<file path="src/core/cst_pkg.sv">
// Purpose: shared constants and carriers for the clock-sync loop tuning registers
// Assumes: byte-wide register ports, one clock domain
// Notes: offsets are byte addresses within the controller register space
package cst_pkg;

  localparam int ADDR_W = 12;

  // register byte offsets
  localparam logic [11:0] OFS_TIME_DIFF_B0 = 12'h92c;
  localparam logic [11:0] OFS_TIME_DIFF_B1 = 12'h92d;
  localparam logic [11:0] OFS_TIME_DIFF_B2 = 12'h92e;
  localparam logic [11:0] OFS_TIME_DIFF_B3 = 12'h92f;
  localparam logic [11:0] OFS_BANDWIDTH_LO = 12'h930;
  localparam logic [11:0] OFS_BANDWIDTH_HI = 12'h931;
  localparam logic [11:0] OFS_SPEED_DEV_LO = 12'h932;
  localparam logic [11:0] OFS_SPEED_DEV_HI = 12'h933;
  localparam logic [11:0] OFS_TDIFF_DEPTH = 12'h934;
  localparam logic [11:0] OFS_SPEED_DEPTH = 12'h935;
  localparam logic [11:0] OFS_UNIT_OWNER = 12'h980;

  // field positions of the cyclic unit ownership register and of the time-difference sign
  localparam int BIT_SYNC_OUT = 0;
  localparam int BIT_LATCH0 = 4;
  localparam int BIT_LATCH1 = 5;
  localparam int BIT_TDIFF_SIGN = 31;

  // field widths
  localparam int BW_W = 15;
  localparam int DEPTH_W = 4;
  localparam int DEV_W = 16;
  localparam int TDIFF_MAG_W = 31;

  // reset values
  localparam logic [14:0] RST_BANDWIDTH = 15'h1000;
  localparam logic [15:0] RST_SPEED_DEV = 16'h0000;
  localparam logic [3:0] RST_TDIFF_DEPTH = 4'h4;
  localparam logic [3:0] RST_SPEED_DEPTH = 4'hc;
  localparam logic [31:0] RST_TIME_DIFF = 32'h0000_0000;

  // lowest bandwidth setting the writer may program; writes below it are accepted, nothing checks it
  localparam logic [14:0] MIN_BANDWIDTH = 15'h007f;

  // one register access port, byte wide
  typedef struct packed {
    logic [11:0] addr;
    logic [7:0] wrData;
    logic wrEn;
    logic rdEn;
  } cst_acc_t;

  // read answer of one port
  typedef struct packed {
    logic [7:0] rdData;
    logic rdValid;
  } cst_rsp_t;

  // results delivered by the loop arithmetic
  typedef struct packed {
    logic timeDiffValid;
    logic [30:0] timeDiffMag;
    logic localSmaller;
    logic speedDevValid;
    logic [15:0] speedDev;
  } cst_loop_t;

endpackage

</file>
<file path="src/core/cst_tuning_regs.sv">
// Purpose: tuning and ownership registers of the distributed-clock time loop
// Assumes: network and host ports are byte wide and synchronous to clk
// Notes: read data appears one cycle after rdEn; loop math lives outside
`timescale 1ns/1ps

// Function
// - hold a 15-bit loop bandwidth setting; larger means smoother correction
// - any bandwidth write clears averaged time difference and speed deviation
// - speed deviation is 16-bit read-only, neither port writes it
// - 4-bit time-difference filter depth, reset value four
// - writing time-difference filter depth clears averaged time difference
// - 4-bit speed filter depth for clock period deviation averaging
// - writing speed filter depth resets the internal speed averaging filter
// - tuning registers writable by network; host only when configured
// - ownership bit 0 gives sync-output unit to host; network-only write
// - ownership bit 4 gives first latch unit to host
// - first latch bit reads one while time loop belongs to host
// - ownership bit 5 gives second latch unit to host
// - time difference: magnitude in 30:0, bit 31 set if local smaller
module cst_tuning_regs (
  // clock and reset
  input wire logic clk,
  input wire logic rstn,
  // configuration levels
  input wire logic hostWriteAllowed,
  input wire logic timeLoopHostOwned,
  // network side port
  input wire cst_pkg::cst_acc_t netAcc,
  output cst_pkg::cst_rsp_t netRsp,
  // host side interface
  input wire cst_pkg::cst_acc_t hostAcc,
  output cst_pkg::cst_rsp_t hostRsp,
  // results from the loop arithmetic
  input wire cst_pkg::cst_loop_t loopIn,
  // settings to the loop arithmetic
  output logic [14:0] bandwidthSetting,
  output logic [3:0] timeDiffDepth,
  output logic [3:0] speedDepth,
  output logic timeDiffClear,
  output logic speedDevClear,
  output logic speedFilterReset,
  // unit ownership, high means host controlled
  output logic syncOutHostOwned,
  output logic latch0HostOwned,
  output logic latch1HostOwned
);

  typedef struct packed {
    logic [14:0] bandwidth;
    logic [15:0] speedDev;
    logic [31:0] timeDiff;
    logic [3:0] tdiffDepth;
    logic [3:0] speedDepth;
    logic syncOwner;
    logic latch0Owner;
    logic latch1Owner;
    logic tdiffClr;
    logic devClr;
    logic speedFltRst;
    cst_pkg::cst_rsp_t netRsp;
    cst_pkg::cst_rsp_t hostRsp;
  } cst_state_t;

  cst_state_t state_q;
  cst_state_t state_d;

  // read mux shared by both ports
  function automatic logic [7:0] readByte(input cst_state_t s, input logic [11:0] a,
                                          input logic loopHost);
    logic [7:0] r;
    r = 8'h00;
    case (a)
      cst_pkg::OFS_TIME_DIFF_B0: r = s.timeDiff[7:0];
      cst_pkg::OFS_TIME_DIFF_B1: r = s.timeDiff[15:8];
      cst_pkg::OFS_TIME_DIFF_B2: r = s.timeDiff[23:16];
      cst_pkg::OFS_TIME_DIFF_B3: r = s.timeDiff[31:24];
      cst_pkg::OFS_BANDWIDTH_LO: r = s.bandwidth[7:0];
      cst_pkg::OFS_BANDWIDTH_HI: r = {1'b0, s.bandwidth[14:8]};
      cst_pkg::OFS_SPEED_DEV_LO: r = s.speedDev[7:0];
      cst_pkg::OFS_SPEED_DEV_HI: r = s.speedDev[15:8];
      cst_pkg::OFS_TDIFF_DEPTH: r = {4'h0, s.tdiffDepth};
      cst_pkg::OFS_SPEED_DEPTH: r = {4'h0, s.speedDepth};
      cst_pkg::OFS_UNIT_OWNER: begin
        r[cst_pkg::BIT_SYNC_OUT] = s.syncOwner;
        r[cst_pkg::BIT_LATCH0] = s.latch0Owner | loopHost;
        r[cst_pkg::BIT_LATCH1] = s.latch1Owner;
      end
      default: r = 8'h00;
    endcase
    return r;
  endfunction

  // byte write into the tuning registers; flags report side effects
  function automatic cst_state_t writeTuning(input cst_state_t s, input logic [11:0] a,
                                             input logic [7:0] w);
    cst_state_t n;
    n = s;
    case (a)
      cst_pkg::OFS_BANDWIDTH_LO: begin
        n.bandwidth[7:0] = w;
        n.tdiffClr = 1'b1;
        n.devClr = 1'b1;
      end
      cst_pkg::OFS_BANDWIDTH_HI: begin
        n.bandwidth[14:8] = w[6:0];
        n.tdiffClr = 1'b1;
        n.devClr = 1'b1;
      end
      cst_pkg::OFS_TDIFF_DEPTH: begin
        n.tdiffDepth = w[3:0];
        n.tdiffClr = 1'b1;
      end
      cst_pkg::OFS_SPEED_DEPTH: begin
        n.speedDepth = w[3:0];
        n.speedFltRst = 1'b1;
      end
      default: n = s;
    endcase
    return n;
  endfunction

  always_comb begin
    state_d = state_q;
    state_d.tdiffClr = 1'b0;
    state_d.devClr = 1'b0;
    state_d.speedFltRst = 1'b0;

    // host first so a same-cycle network write to the same byte wins
    if (hostAcc.wrEn && hostWriteAllowed) begin
      state_d = writeTuning(state_d, hostAcc.addr, hostAcc.wrData);
    end
    if (netAcc.wrEn) begin
      state_d = writeTuning(state_d, netAcc.addr, netAcc.wrData);
      // ownership is never taken from the host side
      if (netAcc.addr == cst_pkg::OFS_UNIT_OWNER) begin
        state_d.syncOwner = netAcc.wrData[cst_pkg::BIT_SYNC_OUT];
        state_d.latch0Owner = netAcc.wrData[cst_pkg::BIT_LATCH0];
        state_d.latch1Owner = netAcc.wrData[cst_pkg::BIT_LATCH1];
      end
    end

    // clears first; a fresh loop result in the same cycle wins
    if (state_d.tdiffClr) begin
      state_d.timeDiff = cst_pkg::RST_TIME_DIFF;
    end
    if (state_d.devClr) begin
      state_d.speedDev = cst_pkg::RST_SPEED_DEV;
    end
    if (loopIn.timeDiffValid) begin
      state_d.timeDiff = {loopIn.localSmaller, loopIn.timeDiffMag};
    end
    // deviation is loaded only by the loop, no port reaches it
    if (loopIn.speedDevValid) begin
      state_d.speedDev = loopIn.speedDev;
    end

    // reads see the value before this cycle's writes
    state_d.netRsp.rdValid = netAcc.rdEn;
    state_d.netRsp.rdData = netAcc.rdEn ?
        readByte(state_q, netAcc.addr, timeLoopHostOwned) : 8'h00;
    state_d.hostRsp.rdValid = hostAcc.rdEn;
    state_d.hostRsp.rdData = hostAcc.rdEn ?
        readByte(state_q, hostAcc.addr, timeLoopHostOwned) : 8'h00;
  end

  always_ff @(posedge clk or negedge rstn) begin
    if (!rstn) begin
      state_q <= '0;
      state_q.bandwidth <= cst_pkg::RST_BANDWIDTH;
      state_q.speedDev <= cst_pkg::RST_SPEED_DEV;
      state_q.timeDiff <= cst_pkg::RST_TIME_DIFF;
      state_q.tdiffDepth <= cst_pkg::RST_TDIFF_DEPTH;
      state_q.speedDepth <= cst_pkg::RST_SPEED_DEPTH;
    end else begin
      state_q <= state_d;
    end
  end

  assign netRsp = state_q.netRsp;
  assign hostRsp = state_q.hostRsp;
  assign bandwidthSetting = state_q.bandwidth;
  assign timeDiffDepth = state_q.tdiffDepth;
  assign speedDepth = state_q.speedDepth;
  assign timeDiffClear = state_q.tdiffClr;
  assign speedDevClear = state_q.devClr;
  assign speedFilterReset = state_q.speedFltRst;
  assign syncOutHostOwned = state_q.syncOwner;
  // forced view: a host-owned time loop drags the first latch along
  assign latch0HostOwned = state_q.latch0Owner | timeLoopHostOwned;
  assign latch1HostOwned = state_q.latch1Owner;

endmodule

</file>
<file path="config.mk">
export PLATFORM = sky130hd
export DESIGN_NAME = cst_tuning_regs
export DESIGN_NICKNAME = d
export VERILOG_FILES = /design/src/core/cst_pkg.sv /design/src/core/cst_tuning_regs.sv
export SDC_FILE = /design/constraint.sdc
export NUM_CORES = 1
export LEC_CHECK = 0
export BUFFER_PORTS_ARGS = -buffer_cell sky130_fd_sc_hd__buf_2
export CAP_MARGIN = 15
export CORE_ASPECT_RATIO = 0.6
export CORE_MARGIN = 3
export CORE_UTILIZATION = 40
export CTS_BUF_LIST = sky130_fd_sc_hd__clkbuf_4
export DETAILED_ROUTE_END_ITERATION = 10
export PLACE_DENSITY = 0.7
export SYNTH_ARGS = -nofsm -noshare
export SYNTH_HDL_FRONTEND = slang
export SYNTH_SLANG_ARGS = --single-unit
</file>
<file path="constraint.sdc">
create_clock -name clk -period 1.5 [get_ports clk]
set_clock_uncertainty 0.15 [all_clocks]
set_input_delay 0.15 -clock clk [delete_from_list [all_inputs] [get_ports clk]]
set_output_delay 0.15 -clock clk [all_outputs]
set_load 0.02 [all_outputs]
</file>
==> results of run 1 <==
-- worst max path at each step --
stage                            from               to  cells after the start
after floorplan            netAcc[14]      state_q[44]                      8
after global placement     netAcc[15]        netRsp[3]                      7
after detailed placement   netAcc[15]        netRsp[3]                      7
after CTS                 state_q[22]  latch0HostOwned                      3
after global routing      state_q[50]       hostRsp[3]                      4
final                     state_q[49]       hostRsp[2]                      4
-- worst max-delay path, stage by stage (launching register included) --
cell and delay [ns]:
dfrtp_1 0.47, mux4_2 0.51, a22o_1 0.25, a22oi_1 0.16
nor2_1 0.08
-- timing repair --
action	4_1_cts	5_1_grt
pin swaps	11	16
cloned	0	0
setup endpoints to repair	25	29
endpoints found under the hold margin	179	0
gates resized for setup	44	31
setup buffers	14	6
hold buffers	80	0
-- cell type report --
| cell class | count | area share [%] |
|---|---|---|
| repair buffers | 359 | 31.7 |
| multi-input cells | 399 | 35.9 |
| clock buffers | 9 | 0.782 |
| flip-flops and latches | 95 | 27.7 |
| clock inverters | 7 | 0.913 |
| inverters | 5 | 0.217 |
| well taps | 192 | 2.78 |
-- cells by family (layout without fill, tap and decap cells) --
family,Yosys count,count (layout),share of synthesized area [%]
mux,61,61,13.0
buf+inv,84,380,8.88
compound gates,156,156,20.0
simple gates,182,182,16.9
flops,95,95,41.2
-- flip-flops by register name, indices dropped and copies added (netlist names) --
register / flops
bandwidthSetting: 15
hostRsp: 9
latch1HostOwned: 1
netRsp: 9
speedDepth: 4
speedDevClear: 1
speedFilterReset: 1
state_q: 49
syncOutHostOwned: 1
timeDiffClear: 1
timeDiffDepth: 4
-- metrics by stage --
stage	TNS, ns	utilization [%]	setup slack [ns]	hold slack (ns)	cell area, um2
floorplan	-14.34	-	-0.342	-0.296	5970
global placement	-21.26	52.8	-0.409	-0.00536	7320
detailed placement	-25.77	52.8	-0.395	-0.00180	7320
CTS	-0.938	61.4	-0.180	0.00117	8520
global route	-1.55	62.3	-0.226	0.00876	8640
finish	-0.944	62.3	-0.216	0.0201	8640
-- power breakdown --
group | internal (mW) | switching (mW) | leakage (nW) | total, mW
registers | 2.69 | 0.131 | 1.21 | 2.82
logic | 0.691 | 0.550 | 2.79 | 1.24
clock network | 0.530 | 0.976 | 0.0765 | 1.51
total | 3.91 | 1.66 | 4.08 | 5.57
-- cell usage after synthesis, drive strengths merged (3+ instances only) --
| cell type | number | area share, % |
|---|---|---|
| dfrtp | 91 | 39 |
| buf | 54 | 6.9 |
| nand2 | 45 | 2.9 |
| nor2 | 41 | 2.7 |
| a22o | 39 | 6.5 |
| nor2b | 33 | 3.6 |
| a21oi | 32 | 2.8 |
| mux2i | 31 | 5.4 |
| o21ai | 26 | 2.3 |
| clkbuf | 25 | 1.6 |
| mux2 | 21 | 4.1 |
| a22oi | 16 | 2.1 |
| nand2b | 16 | 1.7 |
| mux4 | 9 | 3.5 |
| nand3 | 8 | 0.69 |
| nor3 | 8 | 0.87 |
| o22ai | 7 | 0.76 |
| and2 | 6 | 0.69 |
| a32oi | 5 | 0.76 |
| inv | 5 | 0.32 |
| a31oi | 4 | 0.43 |
| and3 | 4 | 0.43 |
| and4bb | 4 | 0.87 |
| dfstp | 4 | 1.8 |
| nand4 | 4 | 0.43 |
| a21boi | 3 | 0.39 |
| a221oi | 3 | 0.45 |
-- routing by layer --
| metal | GRT usage [%] | vias to the layer above |
|---|---|---|
| met5 | 0 | - |
| met4 | 5.49 | 0 |
| met3 | 7.07 | 37 |
| met2 | 40.5 | 337 |
| met1 | 41.5 | 2847 |
| li1 | - | 2660 |
==> metrics.md, run 1 <==
| Metric | Value |
|---|---|
| Final Hold Viols | 0 |
| Leak Pwr | ~4 nW |
| Via count | around 6000 |
| Type of the worst setup path | reg -> reg |
| Synth warn | 0 |
| Worst Setup Start Kind | flop |
| First-pass GRT wire length | about 34000 um |
| RSZ-0062 raised after global routing | yes |
| Total Power | 5.57 mW |
| Top sig layer | met4 |
| H-tree depth | 3 |
| Pin count of the biggest net entering global routing | 65 |
| CP Capture Type | flop |
| Outcome | finished, violations left |
| Dpl cells | roughly 950 |
| Setup WS post-layout | -0.216 ns |
| Min Clock Period, post-route | roughly 1.7 ns |
| Global route total overflow | 0 |
| Mean number of vias per cell | roughly 5.5 |
| FP Rows | 33 |
| Clk Latency, worst-skew pair | 0.48 ns |
| Worst reg2reg startpoint | state_q[49] |
| Drt first pass iters | 5 |
| Final Non-Filler Cells | about 1100 |
| Clk pin slew, worst setup/hold paths | ~0.17 ns |
| Buffers on Ports | roughly 140 |
| Slew HR | about 70% |
| Die Width | 161 um |
| Sequential-to-total area share from yosys stat | around 40% |
| Final max-slew violation count | 0 |
| Worst Path Arrival | ~2 ns |
| DRC viols | 0 |
| GR Util All Layers | 27.6% |
| Failing checks | negative setup slack |
| Final setup vio count | 10 |
| Seq. cell area | about 2400 um2 |
| Routed len/inst | between 20 and 25 um |
| Highest-count cells in the layout ignoring fill and taps | buf_2 (131), buf_4 (118), dfrtp_1 (83) |
| PD cells | roughly 640 nW/um2 |
| Unique masters post-synth | 59 |
| Worst hold path class | in -> reg |
| Core Footprint | ~14000 um2 |
| Met2 wire length | 9400 um |
| Slew @ Worst Pin | between 0.4 and 0.5 ns |
| Clk buf depth | 2 |
| Synth Cell Area | 5780 um2 |
| CTS buffer count | 9 |
| Worst Hold Launch | loopIn[16] |
| Final ANT Viol Nets | 0 |
| Yosys reg bits | 95 |
| Worst Hold Depth | 3 |
| Layout area overhead | 49.5% |
| First-iteration detailed-routing DRC count | just under 600 |
| Post-synth ARST share | 100% |
| Clk sinks | 95 |
| Final #Nets | between 900 and 1000 |
| Fmax | around 580 MHz |
| Die Span Y | ~99 um |
| Initial antenna violation count | 0 |
| WHS Endpoint | state_q[66] |
| Root Driver | clkbuf_4 |
| Initial Util | 41.6% |
| Total of max-cap violations | 0 |
| Antenna Cells | 0 |
| Area of the multi-input gates | ~3100 um2 |
| Top_reg_cell synth | dfrtp_1 |
| Die area | 16000 um2 |
| Final wirelength | 22100 um |
| VDD IR max | about 0.00044 V |
| TritonCTS clock tree | built |
| R2R Setup Slk | -0.22 ns |
| EDFF count, synth | 0 |
| Vias in the first global route | slightly below 6000 |
| IO Count | around 150 |
| Syn Area/Cell | 10.0 um2 |
| Syn nets | between 600 and 700 |
| Post-DP HPWL | between 15000 and 20000 um |
| Register-to-Register Path Depth | 4 |
| Share of layout cells above drive strength 1 | a little under half |
| Met3 WL post-DR | 2200 um |
| Met1 wire length | approximately 10000 um |
| Fin crit share | 114% |
| Worst Path Max Fanout | 3 |
| Commonest non-fill, non-tap cell in the layout | buf_2 |
| WP data required | 1.73 ns |
| Fill cell count | 1148 |
| Cells after Synth | roughly 580 |
| RePlAce Congestion | ~1 |
| R2r endpoint | hostRsp[2] |
(Power assumes the default switching activity.)
==> run 2, diff against run 1 <==
--- a/config.mk
+++ b/config.mk
@@ -13,6 +13,7 @@
 export CTS_BUF_LIST = sky130_fd_sc_hd__clkbuf_4
 export DETAILED_ROUTE_END_ITERATION = 10
 export PLACE_DENSITY = 0.7
+export REMOVE_ABC_BUFFERS = 1
 export SYNTH_ARGS = -nofsm -noshare
 export SYNTH_HDL_FRONTEND = slang
 export SYNTH_SLANG_ARGS = --single-unit
==> metrics.md, run 2 (synthesis gave the netlist of run 1 again) <==
| Metric | Value |
|---|---|
| Placed inst area | approximately 7300 um2 |
| R2R Setup Slk | -0.20 ns |
| Final ANT Viol Nets | 0 |
| Pin count of the biggest net entering global routing | 96 |
| CTS buffer count | 9 |
| PD cells | about 680 nW/um2 |
| Largest register FFs | about 50 |
| Final non-filler cell area | 8450 um2 |
| Crit-path cells | buf_6, mux4_2, a22oi_2, a31oi_1 |
| Post-Place Worst Slack | -0.423 ns |
| Global route total overflow | 0 |
| Clk Latency, worst-skew pair | ~0.48 ns |
| First-iteration detailed-routing DRC count | slightly above 500 |
| Worst Hold Depth | 3 |
| Die area | roughly 16000 um2 |
| R2r endpoint | netRsp[3] |
| DRC viols | 0 |
| Die Width | about 160 um |
| Final #Nets | approximately 960 |
| Total Power | about 5.7 mW |
| Leak Pwr | 4.03 nW |
| Type of the worst setup path | reg -> reg |
| Clk buf depth | 2 |
| WP data required | between 1.5 and 2 ns |
| Final setup vio count | 7 |
| Worst Path Arrival | around 1.9 ns |
| Failing checks | negative setup slack |
| Buffers on Ports | between 100 and 150 |
| TritonCTS clock tree | built |
| Drt first pass iters | 6 |
| Slew HR | between 60% and 70% |
| Setup WS post-layout | -0.197 ns |
| Mean number of vias per cell | about 5.6 |
| Antenna Cells | 0 |
| Worst reg2reg startpoint | state_q[58] |
| Fin crit share | 113% |
| Total of max-cap violations | 0 |
| Worst hold path class | in -> reg |
| Clk sinks | between 90 and 100 |
| FP Rows | 33 |
| WHS Endpoint | state_q[73] |
| Routed len/inst | ~21 um |
| Slew @ Worst Pin | ~0.56 ns |
| Fin Hold WS | 0.0184 ns |
| Final max-slew violation count | 0 |
| Die Span Y | 99.1 um |
| Root Driver | clkbuf_4 |
| Vias in the first global route | 5934 |
| Fmax | roughly 590 MHz |
| Initial Util | a little over two fifths |
| Highest-count cells in the layout ignoring fill and taps | buf_2 (132), buf_4 (129), dfrtp_1 (87) |
| Outcome | finished, violations left |
| Core Footprint | about 14000 um2 |
| Layout area overhead | 46.2% |
| Min Clock Period, post-route | 1.70 ns |
| Final Hold Viols | 0 |
| RePlAce Congestion | between 1 and 1.5 |
| Worst Path Max Fanout | 2 |
| Worst path max stage delay | between 0.5 and 0.6 ns |
| Post-DP HPWL | 16500 um |
| CP Capture Type | flop |
| Worst Hold Launch | loopIn[16] |
| RSZ-0062 raised after global routing | yes |
| Initial antenna violation count | 0 |
| Worst Setup Start Kind | flop |
| IO Count | 145 |
| Fill cell count | about 1200 |
| Share of layout cells above drive strength 1 | between 40% and 50% |
| Final wirelength | between 20000 and 25000 um |
| Via count | a little under 6000 |
| Register-to-Register Path Depth | 4 |
| Biggest register | state_q |
| Slowest cell on crit path | mux4_2 |
| First-pass GRT wire length | around 34000 um |
| H-tree depth | 3 |
| Commonest non-fill, non-tap cell in the layout | buf_2 |
| Clk pin slew, worst setup/hold paths | roughly 0.16 ns |
| GR Util All Layers | 27.6% |
| VDD IR max | 0.000496 V |
[run 2: critical path, delay by kind of cell, from the launching register on]
kind,cells,cell delay (ns)
AO/OA/AOI/OAI,2,0.32
buffers and inverters,1,0.14
flip-flops,1,0.45
multiplexers,1,0.53
[run 2: timing repair]
| item | CTS | global route |
|---|---|---|
| endpoints found under the setup margin | 17 | 20 |
| endpoints found under the hold margin | 179 | 0 |
| pin swaps | 11 | 9 |
| buffers inserted | 10 | 3 |
| gates resized for setup | 30 | 21 |
| hold buffers | 69 | 0 |
[run 2: per-layer routing]
metal  wire length [um]  global-route usage, %
met2              10000                   42.7
met5                  0                      0
met3               2030                   6.28
met1              10200                   40.5
met4                280                   4.96
[run 2: layout make-up]
class / count / area (um2) / area share, %
clock inverter: 7 / 111 / 1.32
tap: 192 / 240 / 2.84
inverter: 5 / 18.8 / 0.222
timing repair buffer: 356 / 2670 / 31.6
sequential: 95 / 2390 / 28.3
clock buffer: 9 / 67.6 / 0.800
multi-input combinational: 399 / 2950 / 34.9
[run 2: worst max path at each step]
| stage | from | to | slack [ns] | depth (start not counted) |
|---|---|---|---|---|
| 6_report | state_q[58] | netRsp[3] | -0.20 | 4 |
| 5_1_grt | state_q[58] | netRsp[3] | -0.22 | 4 |
| 4_1_cts | state_q[58] | netRsp[3] | -0.18 | 4 |
| 3_5_place_dp | hostAcc[10] | state_q[51] | -0.42 | 9 |
| 3_3_place_gp | hostAcc[20] | bandwidthSetting[13] | -0.41 | 8 |
| 2_1_floorplan | hostAcc[16] | state_q[32] | -0.70 | 5 |
[run 2: per-stage QoR]
stage / std cells / utilization (%) / setup TNS, ns
final: 1063 / 60.9 / -0.872
after global routing: 1063 / 60.9 / -1.27
after CTS: 1060 / 60.2 / -0.871
after detailed placement: 965 / 52.7 / -30.14
after global placement: 965 / 52.7 / -27.77
after floorplan: 499 / - / -29.95
[run 2: where the power goes]
part           leakage (nW)  internal, mW  switching (mW)
Sequential             1.22          2.69           0.123
Clock                0.0933         0.833           0.937
Combinational          2.72         0.666           0.503
==> run 3, diff against run 2 <==
--- a/config.mk
+++ b/config.mk
@@ -9,11 +9,12 @@
 export CAP_MARGIN = 15
 export CORE_ASPECT_RATIO = 0.6
 export CORE_MARGIN = 3
-export CORE_UTILIZATION = 40
+export CORE_UTILIZATION = 50
 export CTS_BUF_LIST = sky130_fd_sc_hd__clkbuf_4
 export DETAILED_ROUTE_END_ITERATION = 10
-export PLACE_DENSITY = 0.7
+export PLACE_DENSITY = 0.79
 export REMOVE_ABC_BUFFERS = 1
+export SETUP_SLACK_MARGIN = 0.15
 export SYNTH_ARGS = -nofsm -noshare
 export SYNTH_HDL_FRONTEND = slang
 export SYNTH_SLANG_ARGS = --single-unit
==> metrics.md, run 3 (synthesis gave the netlist of run 1 again) <==
| Metric | Value |
|---|---|
| Placed inst area | between 7000 and 8000 um2 |
| Dpl cells | between 900 and 1000 |
| Core Footprint | approximately 11000 um2 |
| Setup TNS | -0.678 ns |
| Worst hold path class | in -> reg |
| Final Non-Filler Cells | about 1000 |
| Antenna Cells | 0 |
| Post-DP HPWL | roughly 15000 um |
| Drt first pass iters | 7 |
| Crit path launch | state_q[22] |
| Vias in the first global route | around 6300 |
| Logic pwr share | 23.4% |
| Initial Util | a little over half |
| Top delay family on crit path | flip-flops |
| Crit-path cells | or2_4, buf_6, buf_6 |
| CTS buffer count | 9 |
| Layout area overhead | 54.4% |
| Leak Pwr | between 4 and 5 nW |
| Levels on crit path | 3 |
| Hold_buf cts | between 70 and 80 |
| Initial antenna violation count | 0 |
| DRC viols | 0 |
| Final wirelength | between 20000 and 25000 um |
| Highest-count cells in the layout ignoring fill and taps | buf_4 (129), buf_2 (98), dfrtp_1 (89) |
| R2r endpoint | hostRsp[3] |
| RSZ-0062 raised after global routing | yes |
| Total of max-cap violations | 0 |
| Fin crit share | 111% |
| Fin Hold WS | slightly below 0.02 ns |
| Bufs and invs on worst path | 2 |
| Share of layout cells above drive strength 1 | a little under half |
| Worst Path Arrival | around 1.4 ns |
| Final #Nets | between 900 and 1000 |
| Worst Path Max Fanout | 2 |
| Clk buf depth | 2 |
| Worst reg2reg startpoint | state_q[58] |
| Slew HR | between 60 and 70% |
| Area of the multi-input gates | 3150 um2 |
| Biggest register | state_q |
| Clk pin slew, worst setup/hold paths | approximately 0.15 ns |
| FP Rows | 29 |
| R2R Setup Slk | -0.13 ns |
| Final non-filler cell area | 8920 um2 |
| IO Count | 145 |
| Fill cell count | 650 |
| PD cells | ~620 nW/um2 |
| Via count | 6150 |
| Die Span Y | around 89 um |
| VDD IR max | roughly 0.00049 V |
| Buffers on Ports | 144 |
| Pin count of the biggest net entering global routing | 96 |
| Final Hold Viols | 0 |
| Final max-slew violation count | 0 |
| Die Width | roughly 140 um |
| Routed len/inst | 21.4 um |
| Pint | around 4 mW |
| Final setup vio count | 7 |
| Mean number of vias per cell | just under 6 |
| First-iteration detailed-routing DRC count | between 500 and 600 |
| Setup crit end | latch0HostOwned |
| WP data required | 1.20 ns |
| Die area | between 10000 and 15000 um2 |
| TritonCTS clock tree | built |
| Type of the worst setup path | reg -> out |
| H-tree depth | 3 |
| GR Util All Layers | 33.5% |
| Slowest cell on crit path | dfrtp_1 |
| Final ANT Viol Nets | 0 |
| Commonest non-fill, non-tap cell in the layout | buf_4 |
| Switching power | 1.58 mW |
| Min Clock Period, post-route | about 1.7 ns |
| Register-to-Register Path Depth | 4 |
| Outcome | finished, violations left |
| Largest register FFs | 49 |
| Root Driver | clkbuf_4 |
| Post-Place Worst Slack | -0.380 ns |
| Clk Latency, worst-skew pair | between 0.4 and 0.5 ns |
| Fmax | about 600 MHz |
| First-pass GRT wire length | approximately 33000 um |
| Worst Setup Start Kind | flop |
| CP Capture Type | primary output |
| Failing checks | negative setup slack |
| Sequential share of power | between 50% and 60% |
| Switching share of total power | roughly 28% |
| Seq. cell area | roughly 2400 um2 |
| Clk sinks | 95 |
| Cell mode on critical path | buf_6 |
| Setup WS post-layout | -0.172 ns |
| Worst path max stage delay | between 0.4 and 0.5 ns |
| Clk pwr share | between 20% and 30% |
| RePlAce Congestion | between 1 and 1.5 |
| Slew @ Worst Pin | 0.534 ns |
| Global route total overflow | 0 |
## run 3: changes by cell type in the layout (fill, tap and decap cells not counted), sizes merged
cell	change
buf	+10
clkbuf	+3
bufinv	-2
dlygate4sd3	+2
## run 3: final cells by class
class	count	share of cell area, %
well taps	155	2.17
inverters	5	0.210
multi-input cells	399	35.3
clock inverters	5	0.659
flip-flops and latches	95	26.7
clock buffers	11	0.925
repair buffers	369	34.0
## run 3: how the worst min path moves through the flow
stage	start	to	slack (ns)	cells past startpoint
2_1_floorplan	rstn	bandwidthSetting[0]	-0.30	0
3_3_place_gp	rstn	speedFilterReset	0.08	2
5_1_grt	hostAcc[18]	speedDevClear	-0.03	3
3_5_place_dp	rstn	speedFilterReset	0.09	2
4_1_cts	hostAcc[18]	speedDevClear	-0.06	3
6_report	hostAcc[18]	speedDevClear	0.02	3
## run 3: metal layers
layer  up-vias  share of wire (%)  GRT usage [%]
met5         -                  0              0
met4         0                2.3           9.06
met3        60                9.5           6.57
met2       425                 47           56.9
met1      2978                 41           44.5
li1       2687                  -              -
## run 3: stage by stage
| step | util (%) | total power, mW |
|---|---|---|
| floorplan | - | 3.17 |
| global placement | 65.2 | 3.73 |
| detailed placement | 65.2 | 3.76 |
| CTS | 77.9 | 5.45 |
| global route | 81.7 | 5.76 |
| finish | 81.7 | 5.56 |
## run 3: worst reg2reg max path: stages, from the launching register on
cell     delay, ns
dfrtp_1       0.43
mux4_2        0.49
a22o_1        0.26
a22oi_2       0.14
nor2_1        0.06
## run 3: power by group through the flow
stage / sequential, mW / clock, mW / combinational (mW)
after global routing: 2.80 / 1.58 / 1.39
after floorplan: 2.81 / 0 / 0.359
final: 2.79 / 1.47 / 1.30
after global placement: 2.83 / 0 / 0.905
after detailed placement: 2.83 / 0 / 0.933
after CTS: 2.78 / 1.48 / 1.19
## run 3: what timing repair did
item,CTS,global route
endpoints found under the setup margin,58,82
pin swaps,23,22
hold endpoints to repair,181,1
gates cloned,0,1
setup buffers,34,5
resized for setup,81,95
